File: config.mk
export PLATFORM = sky130hd
export DESIGN_NAME = pcc_clock_config
export DESIGN_NICKNAME = d
export VERILOG_FILES = /design/src/design/pcc_pkg.sv /design/src/design/pcc_divider.sv /design/src/design/pcc_clock_config.sv
export SDC_FILE = /design/constraint.sdc
export NUM_CORES = 1
export LEC_CHECK = 0
export ABC_AREA = 1
export ABC_CLOCK_PERIOD_IN_PS = 6700
export BUFFER_PORTS_ARGS = -buffer_cell sky130_fd_sc_hd__buf_2
export CAP_MARGIN = 20
export CORE_ASPECT_RATIO = 1.1
export CORE_MARGIN = 1.5
export CORE_UTILIZATION = 35
export CTS_CLUSTER_SIZE = 12
export DETAILED_ROUTE_END_ITERATION = 8
export PLACE_DENSITY = 0.51
export SYNTH_ARGS = -nofsm -noshare
export SYNTH_HDL_FRONTEND = slang
export SYNTH_SLANG_ARGS = --single-unit
File: constraint.sdc
create_clock -name clk_i -period 6.7 [get_ports clk_i]
set_clock_uncertainty 0.2 [all_clocks]
set_input_delay 0.67 -clock clk_i [delete_from_list [all_inputs] [get_ports clk_i]]
set_output_delay 0.67 -clock clk_i [all_outputs]
set_load 0.05 [all_outputs]
File: src/design/pcc_pkg.sv
// Constants for the PLL and module clock divider configuration block
// Overview of operation
// - The top bit of the PLL setup register must be set in a write for a new multiplier to load.
// - The PLL setup register holds the fraction in bits 23:16 and the integer in bits 15:8.
// - PLL output equals reference times the integer plus fraction, over a fixed pre-divide of 4.
// - After a PLL change, reset is held for none, 0x100, 0x400 or 0xFF0 clocks per a 2-bit code.
// - The memory clock is the core clock over 2, 4 or 3 for codes 00, 01 and 1x of bits 1:0.
// - The pixel divisor is bits 31:24, top bit validating seven divisor bits, zero meaning none.
// - The camera divisor is bits 23:16, resets to 0x24, top bit validating, zero meaning none.
// - The core divisor is bits 15:8, resets to 0x2, top bit validating, zero meaning none.
// - Bit 5 applies the pixel divisor and bit 3 the camera divisor; both reset to zero.
// - Pixel source select in bit 4 picks the divided PLL clock when set, else the crystal.
// - Camera source select picks the divided PLL clock when set, else the crystal.
// - Core source select picks the divided PLL clock when set, else the crystal, with an apply flag.
// - Pixel, camera and core clocks equal their selected source clock over their seven-bit divisors.
package pcc_pkg;
  localparam int          DATA_W        = 32;
  localparam int          ADDR_W        = 32;
  localparam int          SEL_W         = 4;
  // Register byte addresses
  localparam logic [31:0] ADDR_SETUP    = 32'hBFE78030;
  localparam logic [31:0] ADDR_DIVIDERS = 32'hBFE78034;
  localparam logic [31:0] ADDR_STATUS   = 32'hBFE78038;
  // Setup register fields
  localparam int          SU_VALID      = 31;
  localparam int          SU_FRAC_LSB   = 16;
  localparam int          SU_INT_LSB    = 8;
  localparam int          SU_RST_LSB    = 2;
  localparam int          SU_MEM_LSB    = 0;
  localparam logic [31:0] SU_WMASK      = 32'h80FFFF0F;
  localparam logic [31:0] SU_RESET      = 32'h00000000;
  localparam logic [7:0]  INT_ADVISED   = 8'h64;
  localparam int          PLL_PREDIV    = 4;
  // Divider register fields
  localparam int          DV_PIX_LSB    = 24;
  localparam int          DV_CAM_LSB    = 16;
  localparam int          DV_CORE_LSB   = 8;
  localparam int          DV_PIX_APPLY  = 5;
  localparam int          DV_PIX_SEL    = 4;
  localparam int          DV_CAM_APPLY  = 3;
  localparam int          DV_CAMERA_CLOCK_SOURCE    = 2;
  localparam int          DV_CORE_APPLY = 1;
  localparam int          DV_CORE_SEL   = 0;
  localparam int          DV_FIELD_VLD  = 7;
  localparam logic [31:0] DV_WMASK      = 32'hFFFFFF3F;
  localparam logic [31:0] DV_RESET      = 32'h00240200;
  localparam logic [6:0]  PIX_DIV_RST   = 7'h00;
  localparam logic [6:0]  CAMERA_CLOCK_DIVISOR_RST   = 7'h24;
  localparam logic [6:0]  CORE_DIV_RST  = 7'h02;
  // Reset hold lengths in clocks
  localparam logic [11:0] HOLD_CODE1    = 12'h100;
  localparam logic [11:0] HOLD_CODE2    = 12'h400;
  localparam logic [11:0] HOLD_CODE3    = 12'hFF0;
  // Memory divide ratios
  localparam logic [6:0]  MEM_DIV_C0    = 7'h02;
  localparam logic [6:0]  MEM_DIV_C1    = 7'h04;
  localparam logic [6:0]  MEM_DIV_CX    = 7'h03;
  // PLL sequencer states, Gray from IDLE to LOCK to HOLD; both bits flip from HOLD back to IDLE
  typedef enum logic [1:0] {
    PCC_IDLE = 2'b00,
    PCC_LOCK = 2'b01,
    PCC_HOLD = 2'b11
  } pcc_state_e;
endpackage

File: src/design/pcc_divider.sv
// Glitch-free tick divider with source select
`timescale 1ns/1ps
module pcc_divider #(
  parameter int DIV_W = 7
) (
  input  wire logic             clk_i,
  input  wire logic             rst_i,
  input  wire logic             pll_tick_i,
  input  wire logic             xtal_tick_i,
  input  wire logic [DIV_W-1:0] div_i,
  input  wire logic             sel_i,
  input  wire logic [DIV_W-1:0] rst_div_i,
  output logic                  tick_o,
  output logic [DIV_W-1:0]      cur_div_o
);
  import pcc_pkg::*;

  // Refuse a counter too narrow to hold a divisor of two
  if (DIV_W < 2) begin : g_width_check
    $error("DIV_W must be at least 2");
  end

  logic             cur_sel;
  logic [DIV_W-1:0] cnt;
  logic [DIV_W-1:0] eff_div;
  logic             src_tick;
  logic             wrap;

  // Current source and effective divisor, zero means pass through
  assign src_tick = cur_sel ? pll_tick_i : xtal_tick_i;
  assign eff_div  = (cur_div_o == '0) ? DIV_W'(1) : cur_div_o;
  assign wrap     = (cnt + DIV_W'(1)) >= eff_div;

  // Count source ticks; settings change only at a period boundary
  always_ff @(posedge clk_i) begin
    if (rst_i) begin
      cnt       <= '0;
      tick_o    <= 1'b0;
      cur_sel   <= 1'b0;
      cur_div_o <= rst_div_i;
    end else if (src_tick && wrap) begin
      cnt       <= '0;
      tick_o    <= 1'b1;
      cur_sel   <= sel_i;
      cur_div_o <= div_i;
    end else begin
      cnt    <= src_tick ? cnt + DIV_W'(1) : cnt;
      tick_o <= 1'b0;
    end
  end
endmodule // pcc_divider

File: src/design/pcc_clock_config.sv
// PLL setup, reset hold sequencer and module clock dividers with a Wishbone slave
//
// Decided for this implementation: the Wishbone interface to the registers.
`timescale 1ns/1ps
module pcc_clock_config #(
  parameter int DIV_W = 7
) (
  input  wire logic                       clk_i,
  input  wire logic                       rst_i,
  input  wire logic [pcc_pkg::ADDR_W-1:0] wb_adr_i,
  input  wire logic [pcc_pkg::DATA_W-1:0] wb_dat_i,
  input  wire logic [pcc_pkg::SEL_W-1:0]  wb_sel_i,
  input  wire logic                       wb_we_i,
  input  wire logic                       wb_cyc_i,
  input  wire logic                       wb_stb_i,
  output logic [pcc_pkg::DATA_W-1:0]      wb_dat_o,
  output logic                            wb_ack_o,
  input  wire logic                       pll_locked_i,
  input  wire logic                       pll_tick_i,
  input  wire logic                       crystal_in_tick_i,
  output logic [7:0]                      pll_int_o,
  output logic [7:0]                      pll_frac_o,
  output logic                            pll_load_o,
  output logic                            sys_reset_hold_o,
  output logic                            pix_clk_en_o,
  output logic                            cam_clk_en_o,
  output logic                            core_clk_en_o,
  output logic                            mem_clk_en_o
);
  import pcc_pkg::*;

  // Refuse divisor widths that do not match the seven-bit register fields
  if (DIV_W != 7) begin : g_width_check
    $error("Divisor fields are seven bits wide");
  end

  // Byte-lane merge of a write into a register under its writable mask
  function automatic logic [31:0] merge(input logic [31:0] old_v,
                                        input logic [31:0] new_v,
                                        input logic [3:0]  sel,
                                        input logic [31:0] wmask);
    logic [31:0] lanes;
    lanes = {{8{sel[3]}}, {8{sel[2]}}, {8{sel[1]}}, {8{sel[0]}}} & wmask;
    return (old_v & ~lanes) | (new_v & lanes);
  endfunction

  // Hold length for a reset time code
  function automatic logic [11:0] hold_len(input logic [1:0] code);
    unique case (code)
      2'b00: return 12'h000;
      2'b01: return HOLD_CODE1;
      2'b10: return HOLD_CODE2;
      2'b11: return HOLD_CODE3;
    endcase
  endfunction

  logic [31:0]      setup;
  logic [31:0]      dividers;
  logic [DIV_W-1:0] pix_div;
  logic [DIV_W-1:0] camera_clock_divisor;
  logic [DIV_W-1:0] core_div;
  logic             pix_sel;
  logic             camera_clock_source;
  logic             core_sel;
  logic [11:0]      hold_cnt;
  pcc_state_e       state;
  pcc_state_e       next_state;
  logic [DIV_W-1:0] pix_cur;
  logic [DIV_W-1:0] cam_cur;
  logic [DIV_W-1:0] core_cur;
  logic [DIV_W-1:0] mem_cur;
  logic             pix_tick;
  logic             cam_tick;
  logic             core_tick;
  logic             mem_tick;

  // Bus decode; writes land on the edge at which the master sees ack
  wire        req        = wb_cyc_i & wb_stb_i & ~wb_ack_o;
  wire        done       = wb_cyc_i & wb_stb_i & wb_ack_o;
  wire        hit_setup  = (wb_adr_i == ADDR_SETUP);
  wire        hit_div    = (wb_adr_i == ADDR_DIVIDERS);
  wire        hit_stat   = (wb_adr_i == ADDR_STATUS);
  wire        wr_setup   = done & wb_we_i & hit_setup;
  wire        wr_div     = done & wb_we_i & hit_div;
  wire [31:0] setup_new  = merge(setup, wb_dat_i, wb_sel_i, SU_WMASK);
  wire [31:0] div_new    = merge(dividers, wb_dat_i, wb_sel_i, DV_WMASK);

  // Multiplier load happens only when the valid bit is written set
  wire        mult_load  = wr_setup & setup_new[SU_VALID];
  wire [7:0]  new_frac   = setup_new[SU_FRAC_LSB +: 8];
  wire [7:0]  new_int    = setup_new[SU_INT_LSB +: 8];
  wire [1:0]  rst_code   = setup[SU_RST_LSB +: 2];
  wire [1:0]  mem_code   = setup[SU_MEM_LSB +: 2];
  wire        int_high   = pll_int_o > INT_ADVISED;

  // Divisor fields and their apply conditions
  wire [7:0]  pix_fld    = div_new[DV_PIX_LSB +: 8];
  wire [7:0]  cam_fld    = div_new[DV_CAM_LSB +: 8];
  wire [7:0]  core_fld   = div_new[DV_CORE_LSB +: 8];
  wire        pix_apply  = wr_div & div_new[DV_PIX_APPLY] & pix_fld[DV_FIELD_VLD];
  wire        cam_apply  = wr_div & div_new[DV_CAM_APPLY] & cam_fld[DV_FIELD_VLD];
  wire        core_apply = wr_div & div_new[DV_CORE_APPLY] & core_fld[DV_FIELD_VLD];

  // Memory divisor from its code
  wire [6:0]  mem_div    = (mem_code == 2'b00) ? MEM_DIV_C0 :
                           (mem_code == 2'b01) ? MEM_DIV_C1 : MEM_DIV_CX;

  // Status word
  wire [31:0] status_w   = {1'b0, pix_cur, 1'b0, cam_cur, 1'b0, core_cur,
                            1'b0, mem_cur[3:0], int_high, sys_reset_hold_o,
                            state == PCC_LOCK};

  // Read mux, unmapped reads as zero
  wire [31:0] rd_data    = hit_setup ? setup :
                           hit_div   ? dividers :
                           hit_stat  ? status_w : 32'h00000000;

  // Bus answer one cycle after the request, dropped the next cycle
  always_ff @(posedge clk_i) begin
    if (rst_i) begin
      wb_ack_o <= 1'b0;
      wb_dat_o <= 32'h00000000;
    end else begin
      wb_ack_o <= req;
      wb_dat_o <= (req & ~wb_we_i) ? rd_data : 32'h00000000;
    end
  end

  // Software registers
  always_ff @(posedge clk_i) begin
    if (rst_i) begin
      setup    <= SU_RESET;
      dividers <= DV_RESET;
    end else begin
      if (wr_setup) setup <= setup_new;
      if (wr_div) dividers <= div_new;
    end
  end

  // Active multiplier driven to the PLL, which divides by its fixed pre-divide
  always_ff @(posedge clk_i) begin
    if (rst_i) begin
      pll_int_o  <= SU_RESET[SU_INT_LSB +: 8];
      pll_frac_o <= SU_RESET[SU_FRAC_LSB +: 8];
    end else if (mult_load && state == PCC_IDLE) begin
      pll_int_o  <= new_int;
      pll_frac_o <= new_frac;
    end
  end

  // Sequencer next state
  always_comb begin
    next_state = state;
    unique case (state)
      PCC_IDLE: if (mult_load) next_state = PCC_LOCK;
      PCC_LOCK: begin
        if (pll_locked_i && !pll_load_o) begin
          next_state = (rst_code == 2'b00) ? PCC_IDLE : PCC_HOLD;
        end
      end
      PCC_HOLD: if (hold_cnt == 12'h001) next_state = PCC_IDLE;
    endcase
  end

  // Sequencer registers
  always_ff @(posedge clk_i) begin
    if (rst_i) begin
      state <= PCC_IDLE;
    end else begin
      state <= next_state;
    end
  end

  // Load strobe and reset hold counter
  always_ff @(posedge clk_i) begin
    if (rst_i) begin
      pll_load_o       <= 1'b0;
      sys_reset_hold_o <= 1'b0;
      hold_cnt         <= 12'h000;
    end else begin
      pll_load_o <= (state == PCC_IDLE) && mult_load;
      if (state == PCC_LOCK && next_state == PCC_HOLD) begin
        hold_cnt         <= hold_len(rst_code);
        sys_reset_hold_o <= 1'b1;
      end else if (state == PCC_HOLD) begin
        hold_cnt         <= hold_cnt - 12'h001;
        sys_reset_hold_o <= (hold_cnt != 12'h001);
      end
    end
  end

  // Requested divisors and source selects
  always_ff @(posedge clk_i) begin
    if (rst_i) begin
      pix_div  <= PIX_DIV_RST;
      camera_clock_divisor  <= CAMERA_CLOCK_DIVISOR_RST;
      core_div <= CORE_DIV_RST;
      pix_sel  <= 1'b0;
      camera_clock_source  <= 1'b0;
      core_sel <= 1'b0;
    end else if (wr_div) begin
      if (pix_apply) pix_div <= pix_fld[DIV_W-1:0];
      if (cam_apply) camera_clock_divisor <= cam_fld[DIV_W-1:0];
      if (core_apply) core_div <= core_fld[DIV_W-1:0];
      pix_sel  <= div_new[DV_PIX_SEL];
      camera_clock_source  <= div_new[DV_CAMERA_CLOCK_SOURCE];
      core_sel <= div_new[DV_CORE_SEL];
    end
  end

  // Pixel clock divider
  pcc_divider #(.DIV_W(DIV_W)) u_pix (
    .clk_i      (clk_i),
    .rst_i      (rst_i),
    .pll_tick_i (pll_tick_i),
    .xtal_tick_i(crystal_in_tick_i),
    .div_i      (pix_div),
    .sel_i      (pix_sel),
    .rst_div_i  (PIX_DIV_RST),
    .tick_o     (pix_tick),
    .cur_div_o  (pix_cur)
  );

  // Camera clock divider
  pcc_divider #(.DIV_W(DIV_W)) u_cam (
    .clk_i      (clk_i),
    .rst_i      (rst_i),
    .pll_tick_i (pll_tick_i),
    .xtal_tick_i(crystal_in_tick_i),
    .div_i      (camera_clock_divisor),
    .sel_i      (camera_clock_source),
    .rst_div_i  (CAMERA_CLOCK_DIVISOR_RST),
    .tick_o     (cam_tick),
    .cur_div_o  (cam_cur)
  );

  // Core clock divider
  pcc_divider #(.DIV_W(DIV_W)) u_core (
    .clk_i      (clk_i),
    .rst_i      (rst_i),
    .pll_tick_i (pll_tick_i),
    .xtal_tick_i(crystal_in_tick_i),
    .div_i      (core_div),
    .sel_i      (core_sel),
    .rst_div_i  (CORE_DIV_RST),
    .tick_o     (core_tick),
    .cur_div_o  (core_cur)
  );

  // Memory clock divider fed from the core ticks
  pcc_divider #(.DIV_W(DIV_W)) u_mem (
    .clk_i      (clk_i),
    .rst_i      (rst_i),
    .pll_tick_i (core_tick),
    .xtal_tick_i(core_tick),
    .div_i      (mem_div),
    .sel_i      (1'b1),
    .rst_div_i  (MEM_DIV_C0),
    .tick_o     (mem_tick),
    .cur_div_o  (mem_cur)
  );

  // Clock enable outputs
  assign pix_clk_en_o  = pix_tick;
  assign cam_clk_en_o  = cam_tick;
  assign core_clk_en_o = core_tick;
  assign mem_clk_en_o  = mem_tick;
endmodule // pcc_clock_config

Word level (Yosys, flattened, before mapping) --
Cells that the tools add are included.
Storage, ports and cells: register bits after elaboration 216, input bits 76, output and inout port bits 55, logic and storage cells 128
Operators by class: $add $sub $neg 5, magnitude comparators 5, eq/ne operators 12, muxes and demuxes 26, bitwise gates (word level) 25, reduce and logical (&&, ||, !) cells 24
Operator list (count):
- 32-bit AND | 4
- 32-bit equality test, second input constant | 3
- 32-bit two-way mux | 2
- 32-bit NOT | 2
- 32-bit OR | 2
- 12-bit case mux with 4 select lines | 1
- 31-bit two-way mux | 1
- 7-bit by 1-bit adder with 7-bit output, second input constant | 4
- 7-bit greater-or-equal comparator | 4
- 7-bit zero test | 4
- 7-bit two-way mux | 4
- 12-bit two-way mux | 2
- 1-bit AND | 14
- 12-bit by 1-bit equality test with 1-bit output, second input constant | 1
- 12-bit by 1-bit inequality test with 1-bit output, second input constant | 1
- 12-bit by 1-bit subtractor with 12-bit output, second input constant | 1
- 2-bit OR reduction | 5
- 1-bit two-way mux | 9
- 2-bit equality test, second input constant | 4
- 8-bit by 7-bit > comparator with 1-bit output, second input constant | 1
- 2-bit two-way mux | 4
- 1-bit logical AND | 7
- 2-bit by 1-bit equality test with 1-bit output, second input constant | 3
- 2-bit zero test | 3
- other kinds (6) | 11

Depth between registers and ports, before layout --
word-level depth 10, depth in mapped cells 13, depth with buffers taken out 13

By module --
Synthesis repeated with hierarchy kept, for this count alone.
Unflattened totals: cells, all modules 1536, area, all modules 10709.0 µm²
By module, submodules not included:
- pcc_clock_config | instances 1, cells each 980, area each 6670.1 µm², sequential area each 2722.6 µm²
- pcc_divider | instances 4, cells each 139, area each 1009.7 µm², sequential area each 390.4 µm²

Worst setup path after synthesis --
Ideal clock, no wire load.
kind register to register, from reg u_pix.cnt[0], to reg u_pix.cur_div_o[0], library setup time 59 ps, data arrival time 2191 ps, data required time 6441 ps, slack 4250 ps, cell stages (with the launch flop) 14, path buffers 0, clock period less this slack 2450 ps, cell sequence dfxtp_1 ha_1 nand3_1 nand3b_1 xor2_1 ha_1 nand2_1 nor3b_1 nand3_1 nand3_1 nand2_1 nor2_2 nand2_1 nand2_1
Between the ends: cells in the longest elaborated chain, start to end 3
RTL lines:
- from (decl) | line pcc_divider.sv:24 | logic [DIV_W-1:0] cnt;
- from (signal assigned) | line pcc_divider.sv:47 | cnt <= src_tick ? cnt + DIV_W'(1) : cnt;
- 7-bit by 1-bit adder with 7-bit output | line pcc_divider.sv:32 | assign wrap = (cnt + DIV_W'(1)) >= eff_div;
- 7-bit greater-or-equal comparator | line pcc_divider.sv:32
- 1-bit logical AND | line pcc_divider.sv:41 | end else if (src_tick && wrap) begin
- to (signal assigned) | line pcc_divider.sv:40 | cur_div_o <= rst_div_i;
- to (signal assigned) | line pcc_divider.sv:45 | cur_div_o <= div_i;
- to (decl) | line pcc_divider.sv:14 | output logic [DIV_W-1:0] cur_div_o
No other way between the ends. A chain may end at the register's enable or synchronous reset.

Worst setup path after layout --
from reg u_core.cnt[0], to reg u_core.cur_div_o[3]
Between the ends: cells in the longest elaborated chain, start to end 3
RTL lines (line):
- from (decl) | pcc_divider.sv:24
- from (signal assigned) | pcc_divider.sv:47
- 7-bit by 1-bit adder with 7-bit output | pcc_divider.sv:32
- 7-bit greater-or-equal comparator | pcc_divider.sv:32
- 1-bit logical AND | pcc_divider.sv:41
- to (signal assigned) | pcc_divider.sv:40
- to (signal assigned) | pcc_divider.sv:45
- to (decl) | pcc_divider.sv:14
No other way between the ends.

==> results_dict.tcl <==
set metrics [dict create \
    use_met2_pct 30.69 \
    r2r_start "u_core.cnt[0]$_SDFFE_PP0P_" \
    cp.depth 12 \
    crit_buf_inv 0 \
    p_int_w 0.001833 \
    vias 8883 \
    cts_sinks 194 \
    rows 63 \
    drive_gt1_share_pct 11.77 \
    start_util_pct 35.38 \
    min_path_cells 2 \
    hold_path_end "u_cam.cur_div_o[1]$_SDFFE_PP0P_" \
    gp_congestion 0.8659 \
    h-tree-depth 4 \
    grt_max_degree 54 \
    detail_route.wl_per_cell_um 14.13 \
    p_leak_nw 5.082 \
    cp-end-kind "flip-flop" \
    post-place-ws_ns 3.238 \
    async_flop_share_pct 0 \
    switching_power_w 0.0006857 \
    final_common_cell "nand2_1" \
    met1_usage_pct 26.11 \
    finalNetCount 1614 \
    cp-start-kind "flip-flop" \
    clock_latency_ns 0.44 \
    vias_per_cell 4.725 \
    numCtsBuffers 17 \
    die_area_mm2 0.02809 \
    setup_slack_ns 3.748 \
    grt_pass1_vias 8356 \
    grt.busiest_layer "met2" \
    ioPinCount 131 \
    reg2regPathDepth 12 \
    swShare_pct 27.22 \
    ant_nets 0 \
    reg2reg_to "u_core.cur_div_o[3]$_SDFFE_PP0P_" \
    cts_tree "built" \
    min_path_type "flip-flop to flip-flop" \
    track_usage_pct 19.35 \
    die_h_um 175.6 \
    fillerInstances 2920 \
    max_freq_mhz 338.8 \
    timing.final.crit_period_ns 2.952 \
    p_seq_share_pct 47.4 \
    drv_slew 0 \
    p_clk_share_pct 42.4 \
    power_frac_comb_pct 10.2 \
    worst_ep_arrival_time_ns 3.13 \
    synth_cells 1401 \
    rsz0062_at_grt "false" \
    hold_start "camera_clock_divisor[1]$_SDFFE_PP0P_" \
    ys_ff_latch 194 \
    ys_warn_count 0 \
    finalSetupTns_ns 0 \
    syn2layout_area_growth_pct 16.02 \
    final_hold_viol_count 0 \
    core_area_mm2 0.02680 \
    routed_wl_um 26570 \
    slew_headroom_pct 25.95 \
    layout_common_cells "nand2_1, dfxtp_1, nor2_1" \
    ctsHoldBuffers 0 \
    cp_common_cell "nand2_1" \
    fin_crit_sh_pct 44.06 \
    worstMarginPinSlew_ns 1.108 \
    clk_path_buf_depth 2 \
    fin_hold_ws_ns 0.2418 \
    outcome "finished clean" \
    reg2reg_slack_ns 3.75 \
    crit_chain "ha_1 -> nand3_1 -> nand3b_1 -> xor2_1 -> ha_1 -> nand2_1 -> o21a_1 -> nand3_1 -> nand2_1 -> nor2_2 -> nand2_1 -> nand2_1" \
    synth_ff_type "dfxtp_1" \
    syn_avg_cell_area_um2 6.768 \
    p_per_area_mw_per_mm2 229.0 \
    syn_area_mm2 0.009482 \
    drt_iter0_markers 483 \
    crit_path_max_fanout 10 \
    post-dp-hpwl_um 19300 \
    setup_viol 0 \
    cts_root_buffer "clkbuf_16" \
    maxCapViolCount 0 \
    vdd.ir_drop.worst_v 0.0001435 \
    cts_resized 0 \
    synth_edf_count 0 \
    path_delay_family "simple AND/OR/NAND/NOR gates" \
    antenna_found_initial 2 \
    firstDrtPassIters 5 \
    max_stage_delay_ns 0.41 \
    path_clk_slew_ns 0.08 \
    dp.cells 1846 \
    met3_usage_pct 4.109 \
    post_cts_buffers 0 \
    grt_overflow 0 \
    dieWidth_um 159.9 \
    final_cells 1880 \
    synthDistinctLibCells 37 \
    path_class "flip-flop to flip-flop" \
    io_buffers 126 \
    ys_seq_area_share_pct 40.96 \
    grt_pass1_wl_um 43020 \
    slowest_stage "dfxtp_1" \
    crit_required_ns 6.88 \
    remaining_drc_errors 0 \
]
cell usage after synthesis, types with 2 or more instances:
cell type,number,area [um2]
o21ai_0,105,525.5
a31oi_1,2,12.51
xnor2_1,4,35.03
nor3_1,4,20.02
buf_6,3,33.78
a21oi_1,91,455.4
nand3_1,99,495.5
nor2_4,2,22.52
o211ai_1,7,52.55
nand2_1,381,1430
o41ai_1,3,26.28
clkbuf_1,28,105.1
nand3_2,2,20.02
nand4_1,18,112.6
nor2_2,4,25.02
xor2_1,21,183.9
dfxtp_1,194,3884
mux2i_1,2,20.02
ha_1,30,375.4
o21a_1,11,82.58
nor2_1,192,720.7
nand3b_1,3,22.52
a21boi_0,2,15.01
buf_2,8,40.04
inv_1,167,626.9
o21ai_2,3,26.28
buf_4,3,22.52
clkinv_1,3,11.26
worst max path at each step:
stage / startpoint / end
final: u_core.cnt[0]$_SDFFE_PP0P_ / u_core.cur_div_o[3]$_SDFFE_PP0P_
after global routing: u_pix.cnt[0]$_SDFFE_PP0P_ / u_pix.cur_sel$_SDFFE_PP0P_
after floorplan: u_pix.cnt[0]$_SDFFE_PP0P_ / u_pix.cur_div_o[0]$_SDFFE_PP0P_
after global placement: rst_i / u_core.cnt[1]$_SDFFE_PP0P_
after detailed placement: rst_i / u_cam.cnt[2]$_SDFFE_PP0P_
after CTS: rst_i / u_cam.cnt[2]$_SDFFE_PP0P_
final cells by class:
cell class              instances  area (um2)  area share, %
clock inverters                14       167.7          1.524
inverters                     171       643.1          5.846
multi-input cells             994        4755          43.22
flip-flops and latches        194        3884          35.30
well taps                     357       446.7          4.060
diodes                          2       5.005        0.04550
clock buffers                  18       439.2          3.992
repair buffers                130       660.6          6.005
through the flow:
stage / cell area, um2 / power, W / util, %
2_1_floorplan: 9485 / 0.001395 / -
3_3_place_gp: 10390 / 0.001476 / 38.76
3_5_place_dp: 10390 / 0.001479 / 38.76
4_1_cts: 11000 / 0.002553 / 41.03
5_1_grt: 11000 / 0.002637 / 41.03
6_report: 11000 / 0.002519 / 41.05
kinds of logic after synthesis:
| kind of cell | after synthesis | share of synthesized area [%] |
|---|---|---|
| AOI/OAI and AO/OA | 225 | 12.68 |
| xor gates and xnor gates | 25 | 2.309 |
| adders and majority gates | 30 | 3.959 |
| buffers and inverters | 214 | 8.934 |
| DFF | 194 | 40.96 |
| muxes | 2 | 0.2111 |
| other | 1 | 0.03955 |
| and+or+nand+nor | 710 | 30.91 |
worst reg2reg max path, stage by stage, from the launching register on:
cell and delay, ns:
dfxtp_1 0.41, ha_1 0.21, nand3_1 0.12, nand3b_1 0.19, xor2_1 0.17, ha_1 0.33, nand2_1 0.08, o21a_1 0.18
nand3_1 0.10, nand2_1 0.24, nor2_2 0.40, nand2_1 0.17, nand2_1 0.08
layer usage:
layer | share of wire, % | wire, um
met2 | 43 | 11510
met3 | 4.8 | 1287
met4 | 2.3 | 604
met1 | 50 | 13170
met5 | 0 | 0
sequential cells by signal, indices dropped and copies added (netlist names), 2 cells and up, named ones only:
signal and count:
u_cam.cnt 7, u_core.cnt 7, u_pix.cnt 7, pll_int_o 8, core_div 7, camera_clock_divisor 7
u_pix.cur_div_o 7, state 2, u_mem.cur_div_o 3, u_core.cur_div_o 7, wb_dat_o 30, setup 17
hold_cnt 12, pix_div 7, u_cam.cur_div_o 7, pll_frac_o 8, dividers 27, u_mem.cnt 7
power groups by stage:
stage / combinational, W / clock [W] / sequential [W]
2_1_floorplan: 0.000172 / 0 / 0.00122
3_3_place_gp: 0.000255 / 0 / 0.00122
3_5_place_dp: 0.000258 / 0 / 0.00122
4_1_cts: 0.000260 / 0.00110 / 0.00119
5_1_grt: 0.000296 / 0.00114 / 0.00120
6_report: 0.000257 / 0.00107 / 0.00119
Note: power is estimated with default switching activity, not from simulation.
